**src/hw/psw_seq_pkg.sv**
```systemverilog
// Purpose: shared constants and carriers for the persistent switch sequencer
// Assumes: 125 MHz system clock
// Notes:   timing counts derived from rates, never typed as cycles
`default_nettype none
package psw_seq_pkg;
    localparam int unsigned CLK_HZ        = 125_000_000;
    localparam int unsigned TICK_SEC      = 1;
    localparam int unsigned TICK_CYCLES   = CLK_HZ * TICK_SEC;
    localparam int unsigned VAR_HOLD_SEC  = 5;
    localparam int unsigned SEC_W         = 16;
    localparam logic [SEC_W-1:0] SEC_ZERO = 16'h0000;
    localparam logic [SEC_W-1:0] SEC_ONE  = 16'h0001;

    typedef enum logic [1:0] {
        RAMP_HOLD  = 2'h0,
        RAMP_PSU   = 2'h1,
        RAMP_PAUSE = 2'h2
    } supplyCmd_t;

    typedef enum logic [3:0] {
        ST_IDLE      = 4'h0,
        ST_ENT_CONF  = 4'h1,
        ST_COOL      = 4'h3,
        ST_TO_ZERO   = 4'h2,
        ST_PERSIST   = 4'h6,
        ST_EXIT_CONF = 4'h7,
        ST_MATCH     = 4'h5,
        ST_HEAT      = 4'h4,
        ST_DRIVEN    = 4'hC,
        ST_RECOVER   = 4'hD,
        ST_PSW_ERR   = 4'hF,
        ST_POWER_UP  = 4'hE,
        ST_REC_PAUSE = 4'hA
    } seqState_t;

    typedef enum logic [3:0] {
        MODE_OTHER   = 4'h0,
        MODE_HOLDING = 4'h1,
        MODE_PAUSED  = 4'h2,
        MODE_ZEROING = 4'h3,
        MODE_ZERO    = 4'h4,
        MODE_HEATING = 4'h5,
        MODE_COOLING = 4'h6
    } rampMode_t;

    typedef struct packed {
        logic switchControl;
        logic shiftSwitch;
        logic enter;
        logic escape;
        logic rampPause;
    } keys_t;

    typedef struct packed {
        logic voltageHigh;
        logic varianceZero;
        logic rampDone;
    } sense_t;
endpackage : psw_seq_pkg
`default_nettype wire

```
**src/hw/persistent_switch_sequencer.sv**
```systemverilog
// Purpose: persistent switch enter/exit sequencer
// Assumes: keys are one-cycle pulses from same-clock logic; sense flags are pins
// Notes:   nonvolatile store is external; stored values are captured after reset
`default_nettype none
module persistent_switch_sequencer
    import psw_seq_pkg::*;
#(
    parameter int unsigned CUR_W = 24,
    parameter int unsigned TICKS = TICK_CYCLES
) (
    input  wire  logic             clock,
    input  wire  logic             rst,
    input  wire  keys_t            keys,
    input  wire  sense_t           senseAsync,
    input  wire  rampMode_t        rampMode,
    input  wire  logic             atTarget,
    input  wire  logic             defaultView,
    input  wire  logic [CUR_W-1:0] supplyCurrent,
    input  wire  logic [SEC_W-1:0] switchCoolTime,
    input  wire  logic [SEC_W-1:0] switchHeatTime,
    input  wire  logic             switchTransitionMethod,
    input  wire  logic             storedPersist,
    input  wire  logic [CUR_W-1:0] storedCurrent,
    output logic                   heaterOn,
    output logic                   persistLed,
    output logic                   beep,
    output logic                   mismatchErr,
    output supplyCmd_t             supplyCmd,
    output logic                   useSwitchRate,
    output logic [CUR_W-1:0]       rampTarget,
    output logic                   rampInhibit,
    output seqState_t              seqState,
    output logic [SEC_W-1:0]       countdown,
    output logic                   persistSave,
    output logic [CUR_W-1:0]       recordedCurrent
);
    initial begin
        if (CUR_W < 1 || TICKS < 2) $error("bad parameter");
    end

    // ----------------------------------------------------------------
    // sense synchronisers
    // ----------------------------------------------------------------
    sense_t senseMeta_r;
    sense_t sense_r;
    always_ff @(posedge clock or posedge rst) begin
        if (rst) begin
            senseMeta_r <= '0;
            sense_r     <= '0;
        end else begin
            senseMeta_r <= senseAsync;
            sense_r     <= senseMeta_r;
        end
    end

    // ----------------------------------------------------------------
    // state and tick
    // ----------------------------------------------------------------
    seqState_t         state_r;
    seqState_t         state_nxt;
    logic [31:0]       tick_r;
    logic              tickPulse;
    logic [SEC_W-1:0]  secs_r;
    logic [SEC_W-1:0]  zeroSecs_r;
    logic              captureDone_r;
    logic [CUR_W-1:0]  preCool_r;
    logic              entering;
    logic              timeUp;
    logic              coolDone;
    logic              heatDone;

    assign entering  = (state_nxt != state_r);
    assign tickPulse = (tick_r == 32'(TICKS - 1));

    always_ff @(posedge clock or posedge rst) begin
        if (rst) begin
            tick_r <= '0;
        end else if (entering || tickPulse ||
                     (switchTransitionMethod && !sense_r.varianceZero)) begin
            tick_r <= '0;
        end else begin
            tick_r <= tick_r + 32'h0000_0001;
        end
    end

    // elapsed seconds in the present state
    always_ff @(posedge clock or posedge rst) begin
        if (rst) begin
            secs_r <= SEC_ZERO;
        end else if (entering) begin
            secs_r <= SEC_ZERO;
        end else if (tickPulse && secs_r != '1) begin
            secs_r <= secs_r + SEC_ONE;
        end
    end

    // seconds with variance held at zero
    always_ff @(posedge clock or posedge rst) begin
        if (rst) begin
            zeroSecs_r <= SEC_ZERO;
        end else if (entering || !sense_r.varianceZero) begin
            zeroSecs_r <= SEC_ZERO;
        end else if (tickPulse && zeroSecs_r != '1) begin
            zeroSecs_r <= zeroSecs_r + SEC_ONE;
        end
    end

    always_comb begin
        timeUp   = 1'b0;
        coolDone = 1'b0;
        heatDone = 1'b0;
        if (state_r == ST_COOL) begin
            timeUp = (secs_r >= switchCoolTime);
        end else if (state_r == ST_HEAT) begin
            timeUp = (secs_r >= switchHeatTime);
        end
        if (switchTransitionMethod) begin
            coolDone = (zeroSecs_r >= SEC_W'(VAR_HOLD_SEC));
            heatDone = !sense_r.varianceZero;
        end else begin
            coolDone = timeUp;
            heatDone = timeUp;
        end
    end

    // ----------------------------------------------------------------
    // sequence
    // ----------------------------------------------------------------
    always_comb begin
        state_nxt = state_r;
        case (state_r)
            ST_IDLE: begin
                if (keys.switchControl && !keys.shiftSwitch) begin
                    if (persistLed) begin
                        state_nxt = ST_EXIT_CONF;
                    end else if (atTarget && defaultView &&
                                 (rampMode == MODE_HOLDING || rampMode == MODE_PAUSED)) begin
                        state_nxt = ST_ENT_CONF;
                    end
                end
            end
            ST_ENT_CONF: begin
                if (keys.escape) state_nxt = ST_IDLE;
                else if (keys.enter) state_nxt = ST_COOL;
            end
            ST_COOL: if (coolDone) state_nxt = ST_TO_ZERO;
            ST_TO_ZERO: begin
                if (sense_r.voltageHigh) state_nxt = ST_RECOVER;
                else if (sense_r.rampDone) state_nxt = ST_PERSIST;
            end
            ST_RECOVER: begin
                if (keys.rampPause) state_nxt = ST_REC_PAUSE;
                else if (sense_r.rampDone) state_nxt = ST_PSW_ERR;
            end
            ST_REC_PAUSE: state_nxt = ST_IDLE;
            ST_PSW_ERR: if (keys.enter) state_nxt = ST_IDLE;
            ST_PERSIST: begin
                if (keys.escape) begin
                    state_nxt = ST_IDLE;
                end else if (keys.switchControl && !keys.shiftSwitch) begin
                    state_nxt = ST_EXIT_CONF;
                end
            end
            ST_POWER_UP: if (keys.enter) state_nxt = ST_PERSIST;
            ST_EXIT_CONF: begin
                if (keys.escape) state_nxt = ST_IDLE;
                else if (keys.enter) state_nxt = ST_MATCH;
            end
            ST_MATCH: if (sense_r.rampDone) state_nxt = ST_HEAT;
            ST_HEAT: begin
                if (sense_r.voltageHigh) state_nxt = ST_IDLE;
                else if (heatDone) state_nxt = ST_DRIVEN;
            end
            ST_DRIVEN: if (keys.enter) state_nxt = ST_IDLE;
            default: state_nxt = ST_IDLE;
        endcase
    end

    // one-shot power-up check of the stored state
    always_ff @(posedge clock or posedge rst) begin
        if (rst) begin
            state_r       <= ST_IDLE;
            captureDone_r <= 1'b0;
        end else if (!captureDone_r) begin
            captureDone_r <= 1'b1;
            state_r       <= storedPersist ? ST_POWER_UP : ST_IDLE;
        end else begin
            state_r <= state_nxt;
        end
    end

    // ----------------------------------------------------------------
    // currents
    // ----------------------------------------------------------------
    always_ff @(posedge clock or posedge rst) begin
        if (rst) begin
            preCool_r       <= '0;
            recordedCurrent <= '0;
        end else if (!captureDone_r) begin
            recordedCurrent <= storedCurrent;
        end else if (state_r == ST_ENT_CONF && keys.enter) begin
            preCool_r       <= supplyCurrent;
            recordedCurrent <= supplyCurrent;
        end
    end

    // ----------------------------------------------------------------
    // heater, indicator, beep
    // ----------------------------------------------------------------
    always_ff @(posedge clock or posedge rst) begin
        if (rst) begin
            heaterOn <= 1'b1;
        end else if (!captureDone_r) begin
            heaterOn <= !storedPersist;
        end else if (keys.switchControl && keys.shiftSwitch && state_r == ST_IDLE) begin
            heaterOn <= !heaterOn;
        end else if (state_r == ST_ENT_CONF && keys.enter) begin
            heaterOn <= 1'b0;
        end else if (state_r == ST_TO_ZERO && sense_r.voltageHigh) begin
            heaterOn <= 1'b1;
        end else if (state_r == ST_MATCH && sense_r.rampDone) begin
            heaterOn <= 1'b1;
        end
    end

    always_ff @(posedge clock or posedge rst) begin
        if (rst) begin
            persistLed <= 1'b0;
        end else if (!captureDone_r) begin
            persistLed <= 1'b0;
        end else if (state_r == ST_COOL && coolDone) begin
            persistLed <= 1'b1;
        end else if (state_r == ST_POWER_UP && keys.enter) begin
            persistLed <= 1'b1;
        end else if (state_nxt == ST_RECOVER || state_nxt == ST_DRIVEN) begin
            persistLed <= 1'b0;
        end
    end

    always_ff @(posedge clock or posedge rst) begin
        if (rst) begin
            beep        <= 1'b0;
            mismatchErr <= 1'b0;
        end else begin
            beep <= sense_r.voltageHigh &&
                    (state_r == ST_TO_ZERO || state_r == ST_HEAT);
            if (state_r == ST_HEAT && sense_r.voltageHigh) begin
                mismatchErr <= 1'b1;
            end else if (state_r == ST_EXIT_CONF && keys.enter) begin
                mismatchErr <= 1'b0;
            end
        end
    end

    // ----------------------------------------------------------------
    // supply commands
    // ----------------------------------------------------------------
    always_ff @(posedge clock or posedge rst) begin
        if (rst) begin
            supplyCmd     <= RAMP_HOLD;
            useSwitchRate <= 1'b0;
            rampTarget    <= '0;
        end else begin
            case (state_nxt)
                ST_TO_ZERO: begin
                    supplyCmd     <= RAMP_PSU;
                    useSwitchRate <= 1'b1;
                    rampTarget    <= '0;
                end
                ST_RECOVER: begin
                    supplyCmd     <= RAMP_PSU;
                    useSwitchRate <= 1'b1;
                    rampTarget    <= preCool_r;
                end
                ST_MATCH: begin
                    supplyCmd     <= RAMP_PSU;
                    useSwitchRate <= 1'b1;
                    rampTarget    <= recordedCurrent;
                end
                ST_HEAT, ST_REC_PAUSE, ST_PSW_ERR, ST_DRIVEN: begin
                    supplyCmd     <= RAMP_PAUSE;
                    useSwitchRate <= 1'b0;
                end
                default: begin
                    supplyCmd     <= (supplyCmd == RAMP_PAUSE && !keys.rampPause) ?
                                     RAMP_PAUSE : RAMP_HOLD;
                    useSwitchRate <= 1'b0;
                end
            endcase
        end
    end

    assign rampInhibit = (state_r == ST_COOL || state_r == ST_HEAT);
    assign seqState    = state_r;
    assign persistSave = persistLed;

    always_comb begin
        countdown = SEC_ZERO;
        if (!switchTransitionMethod && state_r == ST_COOL && switchCoolTime > secs_r) begin
            countdown = switchCoolTime - secs_r;
        end else if (!switchTransitionMethod && state_r == ST_HEAT &&
                     switchHeatTime > secs_r) begin
            countdown = switchHeatTime - secs_r;
        end
    end

    // ----------------------------------------------------------------
    // checks
    // ----------------------------------------------------------------
    a_ramp_inhibit: assert property (@(posedge clock) disable iff (rst)
        (state_r == ST_COOL || state_r == ST_HEAT) |-> rampInhibit && supplyCmd != RAMP_PSU)
        else $error("ramp not inhibited during switch transition");
    a_heater_cool: assert property (@(posedge clock) disable iff (rst)
        (state_r == ST_COOL) |-> !heaterOn)
        else $error("heater on while cooling");
    a_recover_heat: assert property (@(posedge clock) disable iff (rst)
        (state_r == ST_TO_ZERO && sense_r.voltageHigh) |=> heaterOn && beep)
        else $error("no heater and beep on switch failure");
    a_zero_target: assert property (@(posedge clock) disable iff (rst)
        (state_r == ST_COOL && coolDone) |=> persistLed && rampTarget == '0)
        else $error("cooling done without zero ramp");
    a_pause_recov: assert property (@(posedge clock) disable iff (rst)
        (state_r == ST_RECOVER && keys.rampPause) |=> supplyCmd == RAMP_PAUSE)
        else $error("recovery not paused");
    a_confirm_wait: assert property (@(posedge clock) disable iff (rst)
        (state_r == ST_ENT_CONF && !keys.enter && !keys.escape) |=> state_r == ST_ENT_CONF)
        else $error("left confirm without key");
    a_mismatch_flag: assert property (@(posedge clock) disable iff (rst)
        (state_r == ST_HEAT && sense_r.voltageHigh) |=> mismatchErr && state_r == ST_IDLE)
        else $error("mismatch not flagged");
    a_enter_gate: assert property (@(posedge clock) disable iff (rst)
        (state_r == ST_IDLE && state_nxt == ST_ENT_CONF) |-> atTarget && defaultView)
        else $error("enter accepted off target");
    a_toggle_only: assert property (@(posedge clock) disable iff (rst)
        (state_r == ST_IDLE && keys.switchControl && keys.shiftSwitch && captureDone_r)
        |=> heaterOn != $past(heaterOn) && state_r == ST_IDLE)
        else $error("shifted key did more than toggle");
endmodule : persistent_switch_sequencer
`default_nettype wire

```
**config.mk**
```make
export PLATFORM = sky130hd
export DESIGN_NAME = persistent_switch_sequencer
export DESIGN_NICKNAME = d
export VERILOG_FILES = /design/src/hw/psw_seq_pkg.sv /design/src/hw/persistent_switch_sequencer.sv
export SDC_FILE = /design/constraint.sdc
export NUM_CORES = 1
export LEC_CHECK = 0
export BUFFER_PORTS_ARGS = -buffer_cell sky130_fd_sc_hd__buf_2
export CAP_MARGIN = 20
export CORE_ASPECT_RATIO = 1.1
export CORE_MARGIN = 2
export CORE_UTILIZATION = 45
export CTS_CLUSTER_DIAMETER = 100
export DETAILED_ROUTE_END_ITERATION = 10
export PLACE_DENSITY_LB_ADDON = 0.2
export SYNTH_ARGS = -nofsm -noshare
export SYNTH_HDL_FRONTEND = slang
export SYNTH_SLANG_ARGS = --single-unit
```
**constraint.sdc**
```tcl
create_clock -name clock -period 13.61 [get_ports clock]
set_input_delay 2.0415 -clock clock [delete_from_list [all_inputs] [get_ports clock]]
set_output_delay 2.0415 -clock clock [all_outputs]
set_load 0.01 [all_outputs]
```
==> metrics.md, run 1 <==
| Metric | Value |
|---|---|
| Gpl congestion | 0.8787 |
| Cell mode on critical path | inv_1 |
| Hold path start | senseMeta_r[0]$_DFF_PP0_ |
| Final setup violation count | 0 |
| Clock tree from TritonCTS | done |
| Fraction of registers with async set/reset | 100.0% |
| Total track usage | 21.66% |
| Post-CTS Hold Buffers | 0 |
| Multi-input gate area | 0.005190 mm² |
| 1st-iter DRT viols | about 430 |
| WHS | ~0.35 ns |
| NetSw | ~0.40 mW |
| Status | complete, no violations |
| Slowest cell on crit path | a2111o_1 |
| Int Pwr | 0.9199 mW |
| Antenna cells | 0 |
| Startpoint class of the critical path | input port |
| Deepest clock path buffer count | 2 |
| Die H | between 150 and 200 µm |
| CP Max Fanout | 16 |
| Hold Path Cell Cnt | 0 |
| R2R Path End | tick_r[3]$_DFF_PP0_ |
| Worst IR Drop VDD | 0.0001162 V |
| Pwr Total | 1.319 mW |
| WL final | roughly 23 mm |
| Largest net degree at the start of global routing | 96 |
| DRC | 0 |
| Avg Cell Area, Syn | 9.784 µm² |
| Global route overflow | 0 |
| Hold Path Class | register to register |
| Achievable frequency | about 150 MHz |
| Synth area leader | dfrtp_1 |
| Clock latency on the worst-skew pair | 0.42 ns |
| Placed Area | 0.01045 mm² |
| Slew Viols, Final | 0 |
| Core area | 0.02051 mm² |
| Reg2reg path depth | 11 |
| Dpl cells | 1349 |
| Antenna-violating nets left | 0 |
| Initial Utilization | a little under half |
| Worst R2R Setup Slack | 9.76 ns |
| Post-DR wirelength/cell | 16.68 µm |
| Layout cells sized above 1 | 24.16% |
| Slew headroom | a little over a third |
| Synthesis-stage register bit count | 154 |
| Flop pwr share | ~42% |
| Min Tclk post-route | between 6 and 7 ns |
| Clock slew at reported path FFs | around 0.060 ns |
| Worst Skew | 0.01540 ns |
| Sequential-to-total area share from yosys stat | 41.00% |
| Hold EP | sense_r[0]$_DFF_PP0_ |
| Top cells by instance count after synthesis | dfrtp_1 (153), nor2_1 (61), nand2_1 (59), a21oi_1 (53), mux2i_1 (52) |
| Synth Net Count | 1098 |
| # IOs | 175 |
| Worst path max stage delay | 0.51 ns |
| Clk root buf | clkbuf_16 |
| CTS Sinks | 154 |
| Clock power frac | 37.0% |
| Initial antenna violation count | 0 |
| Synth warn | 0 |
| MaxCap Viol Count | 0 |
| Number of flops mapped to enable cells by yosys | 0 |
| Pleak | about 5 nW |
| FILL cells | roughly 1900 |
| Die Area | 0.02207 mm² |
| Top-area cell type share of the netlist area | 40.72% |
| Post-CTS setup buffer count | 0 |
| Synthesized area | 0.009403 mm² |
| Area grow syn2layout | 17.95% |
| Fin crit share | 49.29% |
| Worst Tran Pin Value | 0.9672 ns |
| Top cells by area, synth | dfrtp_1 (41%), mux2i_1 (5.5%), ha_1 (4.9%), xor2_1 (4.5%), xnor2_1 (3.8%) |
| Routed vias | 7809 |
| Setup TNS | 0 ns |
| First drt pass iteration count | 5 |
| Worst-path cell chain | buf_2 > inv_1 > ha_1 > inv_1 > fa_1 > nand3_1 > a21oi_1 > nor3_1 > o21ai_0 > inv_1 > a2111o_1 > o22ai_1 > buf_2 |
| Port Buf Inserts | 174 |
| CP arrival | approximately 4.7 ns |
| Final Hold Viols | 0 |
| Critical R2R Launch | secs_r[3]$_DFFE_PP0P_ |
| H-tree Lvls | 4 |
| CTS resizes | 0 |
| Global-route wire length before repair | 38.67 mm |
| Dpl hpwl | 16.32 mm |
| Critical path type | input port to output pin |
| Post-Syn Instances | 961 |
| P per Cell Area | approximately 120 mW/mm² |
| Fin area | 0.01109 mm² |
| Rows | 55 |
| Synth Flop Type | dfrtp_1 |
| FF/Latch Area | ~0.0039 mm² |
| Number of global-route vias before repair | 7673 |
| Die X | 141.8 µm |
| Number of vias per cell | ~5.7 |
| TritonCTS buffer count | 17 |
| Comb pwr share | a little over a fifth |
| Critical path endpoint category | output pin |
| Nets | 1251 |
| Worst Path Required | 11.57 ns |
| Unique masters post-synth | 80 |
| Cell Count, Final, Fillers Out | 1382 |
| Switching share of power | 30.25% |
| Unrepaired setup endpoints after global routing | no |
| Most common cell in the netlist | dfrtp_1 |
-- cells in the final DEF, fill, tap and decap left out, types with 3 or more instances in the layout --
master and instances:
buf_2 174, dfrtp_1 152, nor2_1 60, nand2_1 59, a21oi_1 53, mux2i_1 52
xor2_1 48, nor4_1 47, inv_1 42, xnor2_1 41, nand3_1 38, nor3_1 37
ha_1 37, o2bb2ai_1 26, mux2_2 25, nand4_1 23, o21ai_0 22, o22ai_1 19
clkbuf_16 17, a21o_1 9, nand2b_1 9, nor2b_1 7, and3_1 7, a211oi_1 7
buf_4 7, nor4b_2 6, nor4b_1 5, and4_1 4, o21ai_1 4, inv_6 4
or2_2 3, or3_1 3, nor3_2 3, a31oi_1 3, o21bai_1 3, bufinv_16 3
clkinv_4 3
-- worst max path at each step --
stage | from | end | slack (ns) | depth (start not counted)
after floorplan | rst | beep$_DFF_PP0_ | 7.42 | 1
after global placement | switchCoolTime[0] | countdown[10] | 6.88 | 11
after detailed placement | switchCoolTime[0] | countdown[9] | 6.68 | 11
after CTS | switchCoolTime[0] | countdown[9] | 6.67 | 11
after global routing | switchHeatTime[0] | countdown[0] | 6.65 | 13
final | switchHeatTime[0] | countdown[2] | 6.90 | 13
-- per-layer routing --
layer	vias to the layer above	GRT usage [%]	wire length, µm
met5	-	0	0
met4	0	5.810	242
met3	17	5.402	1438
met2	205	35.39	10900
met1	3758	28.85	10470
li1	3829	-	-
-- cell families after synthesis --
kind of cell / count (synthesis) / synth area share (%)
DFF: 154 / 41.00
other: 1 / 0.03988
adders and majority gates: 39 / 5.349
AOI/OAI and AO/OA: 175 / 12.87
buffers and inverters: 91 / 4.218
xor gates and xnor gates: 89 / 8.290
and+or+nand+nor: 335 / 19.71
muxes: 77 / 8.530
-- state kept, by name, indices dropped and copies added (netlist names) --
register         flops
seqState             4
rampTarget          24
tick_r              32
senseMeta_r          3
beep                 1
sense_r              3
zeroSecs_r          16
mismatchErr          1
supplyCmd            2
heaterOn             1
persistLed           1
preCool_r           24
captureDone_r        1
secs_r              16
recordedCurrent     24
useSwitchRate        1
-- power by group through the flow --
stage	Clock, mW	Combinational, mW	Sequential, mW
floorplan	0	0.182	0.557
global placement	0	0.284	0.554
detailed placement	0	0.286	0.554
CTS	0.502	0.286	0.547
global route	0.525	0.314	0.555
finish	0.488	0.284	0.547
-- cell type report --
type                       count  share of cell area, %
clock inverter                13                  1.512
multi-input combinational    716                  46.80
timing repair buffer         182                  8.574
clock buffer                  18                  3.960
sequential                   154                  34.77
inverter                      43                  1.500
tap                          256                  2.888
-- worst max-delay path: cells and delay by family --
family                   cells  cell delay, ns
buffers and inverters        5            0.47
adder cells (fa/ha/maj)      2            0.58
AND/OR/NAND/NOR              2            0.54
AO/OA/AOI/OAI                4            1.01
-- metrics by stage --
stage	util, %	setup slack, ns
4_1_cts	53.91	6.670
3_3_place_gp	50.95	6.880
2_1_floorplan	-	7.420
3_5_place_dp	50.95	6.685
6_report	54.08	6.901
5_1_grt	54.08	6.649
(Power assumes the default switching activity.)
==> run 2: changes to the inputs <==
--- a/config.mk
+++ b/config.mk
@@ -5,6 +5,7 @@
 export SDC_FILE = /design/constraint.sdc
 export NUM_CORES = 1
 export LEC_CHECK = 0
+export ABC_AREA = 1
 export BUFFER_PORTS_ARGS = -buffer_cell sky130_fd_sc_hd__buf_2
 export CAP_MARGIN = 20
 export CORE_ASPECT_RATIO = 1.1
==> constraint.sdc (replaced) <==
create_clock -name clock -period 6.8 [get_ports clock]
set_input_delay 1.02 -clock clock [delete_from_list [all_inputs] [get_ports clock]]
set_output_delay 1.02 -clock clock [all_outputs]
set_load 0.01 [all_outputs]
==> run 2 against run 1 <==
Worst hold slack better by 0.0025 ns. Global-route usage is 0.69 points higher. Combinational power is 67% higher. Area after synthesis is 1.4% lower. Sequential cell count stayed put. Clock skew is 0.0023 ns higher. First-iteration DRC count is 18% lower. Die area is 1.4% lower. Total power is 91% higher. Critical path type unchanged. Critical endpoint unchanged. Largest power group unchanged.
==> metrics.md, run 2 <==
| Metric | Value |
|---|---|
| Final Hold Viols | 0 (unchanged) |
| Port Buf Inserts | 174 (unchanged) |
| Dpl hpwl | 17.43 mm (+6.8%) |
| Fin crit share | 68.82% |
| Routed vias | 8354 (+7.0%) |
| Deepest clock path buffer count | 2 (unchanged) |
| Startpoint class of the critical path | input port |
| Number of global-route vias before repair | 8021 (+4.5%) |
| Sequential-to-total area share from yosys stat | 41.60% (+0.60 points) |
| Clock power frac | 38.5% (+1.5 points) |
| Die X | 140.8 µm (-0.70%) |
| NetSw | 0.7767 mW (+95%) |
| Slew headroom | 38.12% (+2.6 points) |
| Rows | 55 (unchanged) |
| P per Cell Area | 230.5 mW/mm² (+94%) |
| Commonest non-fill, non-tap cells in the layout | nand2_1 (311), buf_2 (174), dfrtp_1 (153) |
| # IOs | 175 (unchanged) |
| Int Pwr | 1.739 mW (+89%) |
| Gpl congestion | 0.8884 (+1.1%) |
| Post-CTS Hold Buffers | 0 (unchanged) |
| Worst-path cell chain | buf_2 > ha_1 > nand2_1 > nor2_1 > nand3_1 > nand2_2 > nand2_1 > nand2_1 > nand2_1 > nor3_1 > inv_1 > o31ai_1 > buf_2 |
| Clk root buf | clkbuf_16 |
| Top cells by area, synth | dfrtp_1 (41%), nand2_1 (13%), nand3_1 (6.5%), xor2_1 (5.2%), ha_1 (5.0%) |
| First drt pass iteration count | 5 (unchanged) |
| Status | complete, no violations |
| Most common cell in the netlist | nand2_1 |
| Slew Viols, Final | 0 (unchanged) |
| Met1 Use GR | 28.81% (-0.043 points) |
| Hold Path Class | register to register |
| Total track usage | 22.35% (+0.69 points) |
| Die Area | 0.02176 mm² (-1.4%) |
| Top-area cell type share of the netlist area | 41.31% (+0.59 points) |
| CTS resizes | 0 (unchanged) |
| Top cells by instance count after synthesis | nand2_1 (311), dfrtp_1 (153), nand3_1 (120), inv_1 (114), nor2_1 (108) |
| Buf+Inv Stages, Crit Path | 3 (-2) |
| Clock slew at reported path FFs | 0.06 ns (about the same) |
| CP Max Fanout | 12 (-4) |
| Pleak | 5.411 nW (+7.7%) |
| Worst Path Required | 5.78 ns (-5.79 ns) |
| TritonCTS buffer count | 17 (unchanged) |
| Slowest cell on crit path | nor3_1 |
| Critical path type | input port to output pin |
| Avg Cell Area, Syn | 7.736 µm² (-21%) |
| Initial Utilization | 45.50% (-0.35 points) |
| Post-CTS setup buffer count | 0 (unchanged) |
| Post-Syn Instances | 1198 (+25%) |
| Clock latency on the worst-skew pair | 0.44 ns (+0.02 ns) |
| MaxCap Viol Count | 0 (unchanged) |
| Comb pwr share | 18.9% (-2.6 points) |
| Initial antenna violation count | 2 (+2) |
| Critical path endpoint category | output pin |
| 1st-iter DRT viols | 352 (-18%) |
| Largest register by flop count | tick_r |
| Post-Route Utilization | 53.58% (-0.50 points) |
| Busiest grt layer | met2 |
| FILL cells | 1960 (+3.0%) |
| CP arrival | 3.66 ns (-1.01 ns) |
| WL final | 23.64 mm (+2.5%) |
| Synth Flop Type | dfrtp_1 |
| Global-route wire length before repair | 39.41 mm (+1.9%) |
| H-tree Lvls | 4 (unchanged) |
| Area grow syn2layout | 17.77% |
| Layout cells sized above 1 | 19.87% (-4.3 points) |
| Met2 usage | 37.51% (+2.1 points) |
| Unique masters post-synth | 45 (-44%) |
| Number of vias per cell | 5.103 (-9.7%) |
| Antenna-violating nets left | 0 (unchanged) |
| Largest net degree at the start of global routing | 92 (-4.2%) |
| Nets | 1503 (+20%) |
| M3 GR Usage | 5.139% (-0.26 points) |
| Worst path max stage delay | 0.55 ns (+0.04 ns) |
| Flop pwr share | 42.6% (+1.1 points) |
| Achievable frequency | 213.7 MHz |
| CTS Sinks | 154 (unchanged) |
| Setup TNS | 0 ns (unchanged) |
| Clock tree from TritonCTS | done |
| Most common cell after layout, fill and taps aside | nand2_1 |
| Cell mode on critical path | nand2_1 |
| Unrepaired setup endpoints after global routing | no |
| Worst Tran Pin Value | 0.9260 ns (-0.04120 ns) |
| Largest register FFs | 32 (unchanged) |
| Synthesized area | 0.009268 mm² (-1.4%) |
| Core area | 0.02037 mm² (-0.67%) |
| Post-DR wirelength/cell | 14.44 µm (-13%) |
| Number of flops mapped to enable cells by yosys | 0 (unchanged) |
| Die H | 154.5 µm (-0.70%) |
| Worst IR Drop VDD | 0.0001874 V (+61%) |
| DRC | 0 (unchanged) |
| Final setup violation count | 0 (unchanged) |
| Synth Net Count | 1335 (+22%) |
| Global route overflow | 0 (unchanged) |
| Top cell family by delay on the critical path | simple AND/OR/NAND/NOR gates |
| Switching share of power | 30.87% (+0.62 points) |
| Synth warn | 0 (unchanged) |
| Synthesis-stage register bit count | 154 (unchanged) |
| Worst Skew | 0.01769 ns (+0.002287 ns) |
| Min Tclk post-route | 4.680 ns |
| Fraction of registers with async set/reset | 100.0% (unchanged) |
| Synth area leader | dfrtp_1 |
run 2: changes by cell type in the layout (fill, tap and decap cells not counted), sizes merged, moves of 11 or more:
cell     change
mux2i       -52
nand3       +85
nor4b       -11
a21oi       -12
inv         +76
o2bb2ai     -26
nor2        +84
nor4        -35
nand2      +263
xnor2       -23
o21ai       +30
mux2        -25
run 2: per-layer routing:
layer / share of wire, % / routed length [µm]
met5: 0 / 0
met4: 1.6 / 379
met3: 6.2 / 1466
met2: 48 / 11250
met1: 45 / 10540
run 2: per-stage QoR:
stage	setup WS, ns	cell area (µm²)	cells	power [mW]	hold slack, ns
floorplan	1.632	9268	1198	1.394	0.3312
global placement	2.196	10310	1603	1.561	0.3351
detailed placement	2.162	10310	1603	1.566	0.3347
CTS	2.159	10910	1635	2.531	0.3498
global route	1.888	10910	1635	2.637	0.3573
finish	2.120	10910	1637	2.516	0.3481
run 2: logic make-up after synthesis:
family,synth area share [%]
flip-flops,41.60
XOR/XNOR,6.899
other,0.04046
buffers and inverters,6.642
AO/OA/AOI/OAI,7.007
AND/OR/NAND/NOR,32.39
adder cells (fa/ha/maj),5.427
run 2: area by class of cell:
class | count | area (µm²) | area share, %
flip-flops and latches | 154 | 3855 | 35.32
clock buffers | 18 | 439.2 | 4.024
inverters | 117 | 444.2 | 4.070
well taps | 256 | 320.3 | 2.935
repair buffers | 177 | 893.4 | 8.185
multi-input cells | 899 | 4797 | 43.95
clock inverters | 14 | 160.2 | 1.467
diodes | 2 | 5.005 | 0.04586
run 2: final timing paths:
| kind | start | endpoint | slack, ns | cells past startpoint |
|---|---|---|---|---|
| worst max-delay path | switchHeatTime[4] | countdown[2] | 2.12 | 13 |
| worst min-delay path | senseMeta_r[0]$_DFF_PP0_ | sense_r[0]$_DFF_PP0_ | 0.35 | 0 |
| worst max register to register | secs_r[0]$_DFFE_PP0P_ | rampTarget[12]$_DFFE_PP0P_ | 3.20 | 17 |
| worst min register to register | senseMeta_r[0]$_DFF_PP0_ | sense_r[0]$_DFF_PP0_ | 0.35 | 0 |
| max in group asynchronous | rst | seqState[1]$_DFF_PP0_ | 4.70 | 3 |
| min in group asynchronous | rst | recordedCurrent[18]$_DFFE_PP0P_ | 0.76 | 2 |
run 2: worst register-to-register path, stage by stage, from the launching register on:
cell and delay (ns):
dfrtp_1 0.46, ha_1 0.26, fa_1 0.36, inv_1 0.10, nand3_1 0.08, nand2_1 0.14, nand2_1 0.08, nand2_2 0.10
nand2_1 0.06, nand2_1 0.09, nand2_1 0.09, nand2_1 0.11, nand4_1 0.18, nand2_2 0.18, nand3_4 0.35, nor2_4 0.65
nand2_1 0.15, nand3_1 0.13
run 2: power groups by stage:
stage,Combinational (mW),Sequential (mW),Clock [mW]
global placement,0.476,1.08,0
detailed placement,0.480,1.09,0
global route,0.534,1.08,1.02
finish,0.475,1.07,0.969
floorplan,0.283,1.11,0
CTS,0.480,1.07,0.978
==> run 3: changes to the inputs <==
--- a/config.mk
+++ b/config.mk
@@ -5,7 +5,7 @@
 export SDC_FILE = /design/constraint.sdc
 export NUM_CORES = 1
 export LEC_CHECK = 0
-export ABC_AREA = 1
+export ABC_AREA = 0
 export BUFFER_PORTS_ARGS = -buffer_cell sky130_fd_sc_hd__buf_2
 export CAP_MARGIN = 20
 export CORE_ASPECT_RATIO = 1.1
==> constraint.sdc (replaced) <==
create_clock -name clock -period 4 [get_ports clock]
set_input_delay 0.6 -clock clock [delete_from_list [all_inputs] [get_ports clock]]
set_output_delay 0.6 -clock clock [all_outputs]
set_load 0.01 [all_outputs]
==> run 3 against run 2 <==
Cell area rose by 2.5%. Total power up 76%. Register-to-register slack got worse by 2.5 ns. Sequential share of layout area down 0.83 points. Clock skew down 0.0038 ns. Non-clock buffer count is 17 higher. Core utilization increased by 0.95 points. Setup slack lost 1.9 ns. Critical path depth decreased by 3. First-iteration DRC count increased by 33%. Die area rose by 1.4%. Largest power group unchanged.
==> metrics.md, run 3 (synthesis results as in run 1) <==
| Metric | Value |
|---|---|
| Status | complete, no violations |
| Most common cell after layout, fill and taps aside | buf_2 |
| TritonCTS buffer count | 17 (unchanged) |
| Post-DR wirelength/cell | 16.91 µm (+17%) |
| WL final | 23.59 mm (-0.18%) |
| Clock tree from TritonCTS | done |
| Worst IR Drop VDD | 0.0002742 V (+46%) |
| P per Cell Area | 395.1 mW/mm² (+71%) |
| Final Hold Viols | 0 (unchanged) |
| CP Max Fanout | 6 (-6) |
| # IOs | 175 (unchanged) |
| Min Tclk post-route | 3.804 ns |
| Startpoint class of the critical path | register |
| Initial antenna violation count | 0 (-2) |
| Clk root buf | clkbuf_16 |
| CP arrival | 3.20 ns (-0.46 ns) |
| Largest net degree at the start of global routing | 155 (+68%) |
| Global-route wire length before repair | 38.68 mm (-1.8%) |
| First drt pass iteration count | 6 (+1) |
| Largest register FFs | 32 (unchanged) |
| Pwr Total | 4.418 mW (+76%) |
| Die H | 155.6 µm (+0.71%) |
| Int Pwr | 3.023 mW (+74%) |
| Fin crit share | 95.10% |
| Initial Utilization | 45.85% (+0.35 points) |
| Setup TNS | 0 ns (unchanged) |
| Hold Path Class | input port to register |
| Commonest non-fill, non-tap cells in the layout | buf_2 (174), dfrtp_1 (152), nor2_1 (60) |
| Clock slew at reported path FFs | 0.06 ns (about the same) |
| Total track usage | 21.50% (-0.85 points) |
| Antenna cells | 0 (-2) |
| Slew headroom | 43.79% (+5.7 points) |
| Worst Path Required | 3.40 ns (-2.38 ns) |
| Area grow syn2layout | 18.92% |
| Critical path type | register to output pin |
| Nets | 1263 (-16%) |
| Final setup violation count | 0 (unchanged) |
| Layout cells sized above 1 | 25.37% (+5.5 points) |
| Rows | 55 (unchanged) |
| MaxCap Viol Count | 0 (unchanged) |
| Dpl cells | 1361 (-15%) |
| Die Area | 0.02207 mm² (+1.4%) |
| Number of vias per cell | 5.677 (+11%) |
| Largest register by flop count | tick_r |
| Dpl ws | 0.05984 ns (-2.102 ns) |
| Final worst slack | 0.1960 ns (-1.924 ns) |
| FILL cells | 1925 (-1.8%) |
| Global route overflow | 0 (unchanged) |
| Number of global-route vias before repair | 7832 (-2.4%) |
| Switching share of power | 31.58% (+0.71 points) |
| Antenna-violating nets left | 0 (unchanged) |
| Routed vias | 7920 (-5.2%) |
| Core area | 0.02051 mm² (+0.68%) |
| NetSw | 1.395 mW (+80%) |
| Post-CTS Hold Buffers | 0 (unchanged) |
| Port Buf Inserts | 174 (unchanged) |
| Critical path endpoint category | output pin |
| Pleak | 5.060 nW (-6.5%) |
| Clock latency on the worst-skew pair | 0.43 ns (about the same) |
| Deepest clock path buffer count | 2 (unchanged) |
| H-tree Lvls | 4 (unchanged) |
| Clock power frac | 35.3% (-3.2 points) |
| Worst Skew | 0.01385 ns (-0.003837 ns) |
| WHS | 0.2800 ns (-0.06811 ns) |
| DRC | 0 (unchanged) |
| Achievable frequency | 262.9 MHz |
| Cell Count, Final, Fillers Out | 1395 (-15%) |
| Dpl hpwl | 16.50 mm (-5.3%) |
| Gpl congestion | 0.8827 (-0.64%) |
| Flop pwr share | 41.9% (-0.7 points) |
| Worst Tran Pin Value | 0.8432 ns (-0.08279 ns) |
| Unrepaired setup endpoints after global routing | no |
| CTS Sinks | 154 (unchanged) |
| 1st-iter DRT viols | 469 (+33%) |
| Comb pwr share | 22.9% (+4.0 points) |
| Die X | 141.8 µm (+0.71%) |
| Slew Viols, Final | 0 (unchanged) |
run 3: final timing paths:
check	from	to	slack, ns	cells after the start
worst max register to register	secs_r[3]$_DFFE_PP0P_	tick_r[13]$_DFF_PP0_	0.66	12
worst min register to register	senseMeta_r[0]$_DFF_PP0_	sense_r[0]$_DFF_PP0_	0.35	0
worst min-delay path	senseAsync[0]	senseMeta_r[0]$_DFF_PP0_	0.28	1
worst max-delay path	secs_r[3]$_DFFE_PP0P_	countdown[11]	0.20	10
min in group asynchronous	rst	useSwitchRate$_DFF_PP0_	0.37	3
max in group asynchronous	rst	captureDone_r$_DFF_PP0_	2.94	3
run 3: stage by stage:
stage	util (%)	instance area, µm²
floorplan	-	9407
global placement	51.57	10580
detailed placement	51.57	10580
CTS	54.37	11150
global route	54.53	11180
finish	54.53	11180
run 3: layer usage:
layer / vias up / global-route usage, % / routed length [µm]
met2: 223 / 35.95 / 11230
li1: 3839 / - / -
met1: 3829 / 27.80 / 10650
met4: 0 / 6.143 / 333
met3: 29 / 5.341 / 1370
met5: - / 0 / 0
run 3: cell type report:
cell class / count / area [µm²] / share of cell area, %
tap: 256 / 320.3 / 2.864
multi-input combinational: 716 / 5213 / 46.62
inverter: 43 / 165.2 / 1.477
sequential: 154 / 3856 / 34.49
clock buffer: 18 / 429.2 / 3.838
timing repair buffer: 194 / 1059 / 9.466
clock inverter: 14 / 140.1 / 1.253
run 3: what timing repair did:
| item | CTS | global route |
|---|---|---|
| pin swaps | 0 | 1 |
| setup buffers | 0 | 2 |
| cloned | 0 | 0 |
| endpoints found under the setup margin | 16 | 6 |
| gates resized for setup | 3 | 3 |
run 3: power by group through the flow:
| stage | registers [mW] | clock network (mW) | logic, mW |
|---|---|---|---|
| floorplan | 1.89 | 0 | 0.620 |
| global placement | 1.87 | 0 | 1.01 |
| detailed placement | 1.87 | 0 | 1.01 |
| CTS | 1.85 | 1.59 | 1.02 |
| global route | 1.87 | 1.67 | 1.11 |
| finish | 1.85 | 1.56 | 1.01 |
run 3: worst max-delay path, cell delays in order, from the launching register on:
cell      delay, ns
dfrtp_1        0.44
inv_1          0.12
ha_1           0.43
nand3_1        0.18
a21oi_1        0.21
nor3_2         0.10
o21ai_1        0.24
inv_1          0.08
a2111o_2       0.48
o32ai_1        0.32
buf_2          0.19
